[src/dmx_pkg.sv]
// Purpose: Shared constants for the converter word demultiplexer
// Assumes: AXI4-Lite register access, 32-bit data
// Notes:   Offsets are byte addresses
package dmx_pkg;
  // ---------------------------------------------------------------
  // Register map
  // ---------------------------------------------------------------
  localparam int          ADDR_W       = 4;
  localparam logic [3:0]  CTRL_OFS     = 4'h0;
  localparam logic [3:0]  STAT_OFS     = 4'h4;
  // Control fields
  localparam int          CTRL_RATIO8  = 0;
  localparam int          CTRL_WIDE    = 1;
  localparam int          CTRL_HALFCLK = 2;
  localparam logic [2:0]  CTRL_RESET   = 3'h3;
  // Status fields
  localparam int          STAT_ALIGNED = 0;
  localparam int          STAT_INRST   = 1;
  localparam int          STAT_IDX_LO  = 4;
  // ---------------------------------------------------------------
  // Port sequencing
  // ---------------------------------------------------------------
  localparam logic [2:0]  LAST_R4      = 3'h3;
  localparam logic [2:0]  LAST_R8      = 3'h7;
  localparam logic [2:0]  HALF_R4      = 3'h1;
  localparam logic [2:0]  HALF_R8      = 3'h3;
  localparam logic [2:0]  IDX_START    = 3'h0;
  localparam logic [2:0]  IDX_ONE      = 3'h1;
  // ---------------------------------------------------------------
  // AXI responses
  // ---------------------------------------------------------------
  localparam logic [1:0]  RESP_OKAY    = 2'h0;
  localparam logic [1:0]  RESP_SLVERR  = 2'h2;
endpackage

[src/dmx_demux.sv]
// Purpose: Demultiplex converter words onto four or eight output ports
// Assumes: Pins sampled by aclk; each input word lasts at least 4 aclk
// Notes:   Registers over AXI4-Lite; strobe is a differential pair
`timescale 1ns/1ps
module dmx_demux #(
  parameter int DATA_W = 10,
  parameter int PORTS  = 8
) (
  // Clock and reset
  input  wire logic              aclk,
  input  wire logic              aresetn,
  // AXI4-Lite write
  input  wire logic [3:0]        s_axi_awaddr,
  input  wire logic              s_axi_awvalid,
  output logic                   s_axi_awready,
  input  wire logic [31:0]       s_axi_wdata,
  input  wire logic [3:0]        s_axi_wstrb,
  input  wire logic              s_axi_wvalid,
  output logic                   s_axi_wready,
  output logic [1:0]             s_axi_bresp,
  output logic                   s_axi_bvalid,
  input  wire logic              s_axi_bready,
  // AXI4-Lite read
  input  wire logic [3:0]        s_axi_araddr,
  input  wire logic              s_axi_arvalid,
  output logic                   s_axi_arready,
  output logic [31:0]            s_axi_rdata,
  output logic [1:0]             s_axi_rresp,
  output logic                   s_axi_rvalid,
  input  wire logic              s_axi_rready,
  // Converter side pins
  input  wire logic              sampling_clock_in,
  input  wire logic [DATA_W-1:0] word_in,
  input  wire logic              async_master_reset,
  input  wire logic              sync_realign_in,
  // Output ports
  output logic [DATA_W-1:0]      port_a_data,
  output logic [DATA_W-1:0]      port_b_data,
  output logic [DATA_W-1:0]      port_c_data,
  output logic [DATA_W-1:0]      port_d_data,
  output logic [DATA_W-1:0]      port_e_data,
  output logic [DATA_W-1:0]      port_f_data,
  output logic [DATA_W-1:0]      port_g_data,
  output logic [DATA_W-1:0]      port_h_data,
  output logic                   output_word_strobe_p,
  output logic                   output_word_strobe_n
);
  if (DATA_W != 10 || PORTS != 8)
  begin : g_bad_cfg
    $error("dmx_demux serves only 10-bit words on 8 ports");
  end

  // ---------------------------------------------------------------
  // Pin synchronisers
  // ---------------------------------------------------------------
  logic [DATA_W+2:0] pins_s;
  logic [DATA_W-1:0] data_s;
  logic              clk_s;
  logic              amr_s;
  logic              rea_s;
  logic              clk_prev_reg;
  logic              rea_prev_reg;

  dmx_sync2 #(.W(DATA_W+3)) u_sync (
    .aclk    (aclk),
    .aresetn (aresetn),
    .d_async ({sync_realign_in, async_master_reset, sampling_clock_in, word_in}),
    .d_sync  (pins_s)
  );

  assign data_s = pins_s[DATA_W-1:0];
  assign clk_s  = pins_s[DATA_W];
  assign amr_s  = pins_s[DATA_W+1];
  assign rea_s  = pins_s[DATA_W+2];

  always_ff @(posedge aclk)
  begin
    if (!aresetn)
    begin
      clk_prev_reg <= 1'b0;
      rea_prev_reg <= 1'b0;
    end
    else
    begin
      clk_prev_reg <= clk_s;
      rea_prev_reg <= rea_s;
    end
  end

  // ---------------------------------------------------------------
  // Control register fields
  // ---------------------------------------------------------------
  logic [2:0] ctrl_reg;
  logic       ratio8;
  logic       wide;
  logic       halfclk;
  logic [2:0] last_idx;
  logic [2:0] half_idx;

  assign ratio8   = ctrl_reg[dmx_pkg::CTRL_RATIO8];
  assign wide     = ctrl_reg[dmx_pkg::CTRL_WIDE];
  assign halfclk  = ctrl_reg[dmx_pkg::CTRL_HALFCLK];
  assign last_idx = ratio8 ? dmx_pkg::LAST_R8 : dmx_pkg::LAST_R4;
  assign half_idx = ratio8 ? dmx_pkg::HALF_R8 : dmx_pkg::HALF_R4;

  // ---------------------------------------------------------------
  // Word events and port selection
  // ---------------------------------------------------------------
  logic              word_evt;
  logic              run_evt;
  logic [2:0]        cnt_reg;
  logic [2:0]        idx;
  logic              realign_pend_reg;
  logic              aligned_reg;
  logic [DATA_W-1:0] word;

  // Full rate uses rising edges, half rate uses both edges
  assign word_evt = (clk_s & ~clk_prev_reg) | (halfclk & ~clk_s & clk_prev_reg);
  assign run_evt  = word_evt & ~amr_s;
  // Nap: upper bits held at zero for narrow words
  assign word = {wide ? data_s[DATA_W-1:8] : 2'b00, data_s[7:0]};
  // Pending re-alignment forces the internal counter reset for this word
  assign idx = realign_pend_reg ? dmx_pkg::IDX_START : cnt_reg;

  always_ff @(posedge aclk)
  begin
    if (!aresetn)
      cnt_reg <= dmx_pkg::IDX_START;
    else if (amr_s)
      cnt_reg <= dmx_pkg::IDX_START;
    else if (word_evt)
      cnt_reg <= (idx >= last_idx) ? dmx_pkg::IDX_START : idx + dmx_pkg::IDX_ONE;
  end

  always_ff @(posedge aclk)
  begin
    if (!aresetn)
      realign_pend_reg <= 1'b0;
    else if (rea_s && !rea_prev_reg)
      realign_pend_reg <= 1'b1;
    else if (run_evt)
      realign_pend_reg <= 1'b0;
  end

  always_ff @(posedge aclk)
  begin
    if (!aresetn)
      aligned_reg <= 1'b0;
    else if (run_evt && realign_pend_reg)
      aligned_reg <= 1'b1;
  end

  // ---------------------------------------------------------------
  // Slots and output ports
  // ---------------------------------------------------------------
  logic [DATA_W-1:0] slot_reg [PORTS];
  logic [DATA_W-1:0] port_q   [PORTS];
  logic              strobe_reg;
  logic              load;

  assign load = run_evt & (idx == last_idx);

  for (genvar i = 0; i < PORTS; i++)
  begin : g_port
    always_ff @(posedge aclk)
    begin
      if (!aresetn)
        slot_reg[i] <= '0;
      else if (run_evt && idx == 3'(i))
        slot_reg[i] <= word;
    end

    // Frozen while master reset is high; all ports load together
    always_ff @(posedge aclk)
    begin
      if (!aresetn)
        port_q[i] <= '0;
      else if (load)
        port_q[i] <= (idx == 3'(i)) ? word : slot_reg[i];
    end
  end

  // Rises with the group load, falls half a group later
  always_ff @(posedge aclk)
  begin
    if (!aresetn)
      strobe_reg <= 1'b0;
    else if (load)
      strobe_reg <= 1'b1;
    else if (run_evt && idx == half_idx)
      strobe_reg <= 1'b0;
  end

  assign port_a_data          = port_q[0];
  assign port_b_data          = port_q[1];
  assign port_c_data          = port_q[2];
  assign port_d_data          = port_q[3];
  assign port_e_data          = port_q[4];
  assign port_f_data          = port_q[5];
  assign port_g_data          = port_q[6];
  assign port_h_data          = port_q[7];
  assign output_word_strobe_p = strobe_reg;
  assign output_word_strobe_n = ~strobe_reg;

  // ---------------------------------------------------------------
  // AXI4-Lite slave
  // ---------------------------------------------------------------
  logic        aw_hold_reg;
  logic        w_hold_reg;
  logic [3:0]  awaddr_reg;
  logic [31:0] wdata_reg;
  logic        wstrb0_reg;
  logic [31:0] stat_word;

  assign s_axi_awready = ~aw_hold_reg & ~s_axi_bvalid;
  assign s_axi_wready  = ~w_hold_reg & ~s_axi_bvalid;
  assign s_axi_arready = ~s_axi_rvalid;

  always_ff @(posedge aclk)
  begin
    if (!aresetn)
    begin
      aw_hold_reg <= 1'b0;
      awaddr_reg  <= '0;
    end
    else if (s_axi_awvalid && s_axi_awready)
    begin
      aw_hold_reg <= 1'b1;
      awaddr_reg  <= s_axi_awaddr;
    end
    else if (aw_hold_reg && w_hold_reg)
      aw_hold_reg <= 1'b0;
  end

  always_ff @(posedge aclk)
  begin
    if (!aresetn)
    begin
      w_hold_reg <= 1'b0;
      wdata_reg  <= '0;
      wstrb0_reg <= 1'b0;
    end
    else if (s_axi_wvalid && s_axi_wready)
    begin
      w_hold_reg <= 1'b1;
      wdata_reg  <= s_axi_wdata;
      wstrb0_reg <= s_axi_wstrb[0];
    end
    else if (aw_hold_reg && w_hold_reg)
      w_hold_reg <= 1'b0;
  end

  always_ff @(posedge aclk)
  begin
    if (!aresetn)
    begin
      s_axi_bvalid <= 1'b0;
      s_axi_bresp  <= dmx_pkg::RESP_OKAY;
    end
    else if (aw_hold_reg && w_hold_reg)
    begin
      s_axi_bvalid <= 1'b1;
      s_axi_bresp  <= (awaddr_reg == dmx_pkg::CTRL_OFS || awaddr_reg == dmx_pkg::STAT_OFS)
                      ? dmx_pkg::RESP_OKAY : dmx_pkg::RESP_SLVERR;
    end
    else if (s_axi_bready)
      s_axi_bvalid <= 1'b0;
  end

  always_ff @(posedge aclk)
  begin
    if (!aresetn)
      ctrl_reg <= dmx_pkg::CTRL_RESET;
    else if (aw_hold_reg && w_hold_reg && wstrb0_reg && awaddr_reg == dmx_pkg::CTRL_OFS)
      ctrl_reg <= wdata_reg[2:0];
  end

  assign stat_word = {25'h0000000, cnt_reg, 2'b00, amr_s, aligned_reg};

  always_ff @(posedge aclk)
  begin
    if (!aresetn)
    begin
      s_axi_rvalid <= 1'b0;
      s_axi_rdata  <= '0;
      s_axi_rresp  <= dmx_pkg::RESP_OKAY;
    end
    else if (s_axi_arvalid && s_axi_arready)
    begin
      s_axi_rvalid <= 1'b1;
      s_axi_rresp  <= dmx_pkg::RESP_OKAY;
      unique case (s_axi_araddr)
        dmx_pkg::CTRL_OFS: s_axi_rdata <= {29'h0000000, ctrl_reg};
        dmx_pkg::STAT_OFS: s_axi_rdata <= stat_word;
        default:
        begin
          s_axi_rdata <= '0;
          s_axi_rresp <= dmx_pkg::RESP_SLVERR;
        end
      endcase
    end
    else if (s_axi_rready)
      s_axi_rvalid <= 1'b0;
  end

  // ---------------------------------------------------------------
  // Assertions
  // ---------------------------------------------------------------
  // Marks the first word event after a master reset
  logic amr_first_reg;

  always_ff @(posedge aclk)
  begin
    if (!aresetn)
      amr_first_reg <= 1'b0;
    else if (amr_s)
      amr_first_reg <= 1'b1;
    else if (run_evt)
      amr_first_reg <= 1'b0;
  end
endmodule

[src/dmx_sync2.sv]
// Purpose: Two-flop synchroniser for pin inputs
// Assumes: Inputs are asynchronous to aclk
// Notes:   First stage feeds only the second stage
`timescale 1ns/1ps
module dmx_sync2 #(
  parameter int W = 1
) (
  // Clock and reset
  input  wire logic         aclk,
  input  wire logic         aresetn,
  // Data
  input  wire logic [W-1:0] d_async,
  output logic      [W-1:0] d_sync
);
  logic [W-1:0] meta_reg;

  always_ff @(posedge aclk)
  begin
    if (!aresetn)
    begin
      meta_reg <= '0;
      d_sync   <= '0;
    end
    else
    begin
      meta_reg <= d_async;
      d_sync   <= meta_reg;
    end
  end
endmodule

[config.mk]
export PLATFORM = sky130hd
export DESIGN_NAME = dmx_demux
export DESIGN_NICKNAME = d
export VERILOG_FILES = /design/src/dmx_pkg.sv /design/src/dmx_demux.sv /design/src/dmx_sync2.sv
export SDC_FILE = /design/constraint.sdc
export NUM_CORES = 1
export LEC_CHECK = 0
export BUFFER_PORTS_ARGS = -buffer_cell sky130_fd_sc_hd__buf_2
export CORE_MARGIN = 2
export CORE_UTILIZATION = 59
export DETAILED_ROUTE_END_ITERATION = 7
export GPL_ROUTABILITY_DRIVEN = 1
export PLACE_DENSITY_LB_ADDON = 0.05
export REMOVE_ABC_BUFFERS = 1
export SLEW_MARGIN = 10
export SYNTH_ARGS = -nofsm -noshare
export SYNTH_HDL_FRONTEND = slang
export SYNTH_SLANG_ARGS = --single-unit
[constraint.sdc]
create_clock -name aclk -period 22.8 [get_ports aclk]
set_input_delay 2.28 -clock aclk [delete_from_list [all_inputs] [get_ports aclk]]
set_output_delay 2.28 -clock aclk [all_outputs]
set_load 0.1 [all_outputs]
==> summary.md <==
| Metric | Value |
|---|---|
| CTS tree | `yes` |
| FF-to-FF Start | `realign_pend_reg` |
| Worst Path Required | `23.11 ns` |
| Yosys warnings | `0` |
| Ant diodes | `0` |
| Clock sink total | `217` |
| Commonest cells after routing, fill and taps aside | `edfxtp_1 (160), nand2_1 (153), buf_2 (126), a21oi_1 (66), and3_1 (64)` |
| Post-CTS Setup Bufs | `0` |
| Worst hold endpoint | `u_sync.d_sync[2]` |
| Post-synthesis cell area | `0.00907 mm^2` |
| Setup_tns | `0 ns` |
| FMAX | `239 MHz` |
| Iter 0 DRT Violations | `458` |
| Grt ovf | `0` |
| Via density | `5.51` |
| GRT Util Overall | `0.217` |
| Die Y | `128 um` |
| CTS resizes | `0` |
| Hold buffers post-CTS | `0` |
| Placed insts | `1045` |
| CTS H-tree depth | `1` |
| Async set or reset register ratio after synthesis | `0` |
| CTS buffer count | `21` |
| Mapped Cells | `783` |
| RSZ-0062 raised after global routing | `false` |
| Die span in x | `128 um` |
| Core Region | `0.0151 mm^2` |
| Die area | `0.0164 mm^2` |
| Reg clk slew, reported paths | `0.06 ns` |
| Worst hold path class | `reg2reg` |
| Ys flop type | `edfxtp_1` |
| Cell taking the most area after synthesis | `edfxtp_1` |
| R2R cell count | `6` |
| Final ANT Viol Nets | `0` |
| Lkg Pwr | `4.24 nW` |
| Avg Synthesized Cell Area | `11.6 um^2` |
| Clock Skew | `0.0124 ns` |
| Area share of the largest cell type after synthesis | `0.530` |
| Hold Path Origin | `u_sync.meta_reg[2]` |
| Largest net degree at the start of global routing | `73` |
| Clk Latency, worst-skew pair | `0.50 ns` |
| Vias in the first global route | `5528` |
| Period minus WS final | `4.19 ns` |
| Final hold slack | `0.432 ns` |
| Worst setup EP type | `flop` |
| Layout area overhead | `12.9%` |
| Crit start category | `input pin` |
| Root buf cell | `clkbuf_16` |
| Final HPWL DP | `10800 um` |
| Max Root-Sink Buffers | `3` |
| Crit Path Max Fanout | `66` |
| Routed WL | `17900 um` |
| Max VDD drop | `0.0000541 V` |
| Row cnt | `45` |
| WP data arrival | `4.50 ns` |
| Nets | `951` |
| Ports | `187` |
| MaxCap Viol Count | `0` |
| Reg-to-reg endpoint | `port_q[1][28]` |
| Reg2Reg Setup Slack | `19.79 ns` |
| PD cells | `84.2 mW/mm^2` |
| WHS Path Cells | `1` |
| Top cells by area, synth | `edfxtp_1 (53%), dfxtp_1 (13%), nand2_1 (6.3%)` |
| Share of cells above drive strength 1 | `0.194` |
| Final Cycle Share | `0.184` |
| Post-synth EDFFs | `160` |
| Yosys cell types | `41` |
| Most common cell after layout, fill and taps aside | `edfxtp_1` |
| Wire length per cell | `16.5 um` |
| Post-route insts no fill | `1084` |
| Port bufs | `126` |
| # DRC | `0` |
| Antenna violations before repair | `0` |
| Synthesis-stage register bit count | `217` |
| Final hold vios | `0` |
| Initial Util | `0.601` |
| Outcome | `finished clean` |
| Final setup viols | `0` |
| First-pass GRT wire length | `28100 um` |
| Drt pass-1 iters | `5` |
| Critical path type | `in2reg` |
| RePlAce Congestion | `0.801` |
| Relative max-transition margin | `0.359` |
| Seq/Total Area, Yosys | `0.655` |
| Fillers | `1136` |
| Least-Margin Pin Slew | `0.958 ns` |
| Vias post-DR | `5968` |
| Final Max Tran Viols | `0` |
-- logic make-up after synthesis --
group | count (synthesis) | share of synthesized area
flops | 217 | 0.655
compound gates | 93 | 0.0572
buf+inv | 94 | 0.0583
xor+xnor | 1 | 0.000965
fa+ha+maj | 6 | 0.00827
simple gates | 340 | 0.185
mux | 31 | 0.0342
other cells | 1 | 0.000413
-- how the worst max path moves through the flow --
stage	end	startpoint
CTS	port_q[0][29]	aresetn
detailed placement	port_q[0][29]	aresetn
global route	port_q[0][29]	aresetn
floorplan	port_q[0][0]	realign_pend_reg
global placement	port_q[0][28]	aresetn
finish	port_q[0][28]	aresetn
-- power breakdown --
part / internal, mW / switching, mW
Clock: 0.180 / 0.140
Combinational: 0.0136 / 0.0836
Sequential: 0.437 / 0.00861
Total: 0.631 / 0.232
-- worst max-delay path, stage by stage --
cell and delay [ns]:
buf_2 0.07, buf_4 0.44, nand2b_1 0.27, a21oi_4 0.20, nand3_2 0.41, buf_4 0.50, a21oi_1 0.29
-- synthesized netlist by cell type, drive strengths merged, types with 2 or more instances --
| cell | instances |
|---|---|
| edfxtp | 160 |
| nand2 | 153 |
| or3 | 2 |
| clkbuf | 32 |
| o21a | 3 |
| nor2b | 17 |
| nand3 | 7 |
| nor2 | 41 |
| and3 | 64 |
| buf | 55 |
| ha | 6 |
| o211a | 2 |
| inv | 7 |
| nor3 | 6 |
| mux2i | 31 |
| a21boi | 5 |
| dfxtp | 57 |
| and2 | 38 |
| a21oi | 67 |
| o21ai | 12 |
| nand2b | 5 |
| o211ai | 2 |
| o32ai | 2 |
-- layout make-up --
class                           count  area [um^2]  share of cell area
Clock buffer                       31          593              0.0579
Sequential cell                   217         5950               0.580
Inverter                            7         26.3             0.00256
Timing Repair Buffer              135          698              0.0681
Clock inverter                      7         36.3             0.00354
Multi-Input combinational cell    499         2710               0.265
Tap cell                          188          235              0.0230
-- routing by layer --
layer / routed length, um / GRT usage
met5: 0 / 0
met4: 638 / 0.101
met3: 1270 / 0.0359
met2: 8240 / 0.337
met1: 7750 / 0.302
-- stage by stage --
step	power, mW	setup slack (ns)	utilization	area [um^2]
floorplan	0.534	15.41	-	8670
global placement	0.549	18.29	0.637	9610
finish	0.862	18.61	0.679	10200
CTS	0.868	18.67	0.679	10200
global route	0.890	18.43	0.679	10200
detailed placement	0.551	18.16	0.637	9610
No activity file was read; power rests on OpenSTA's default activity.
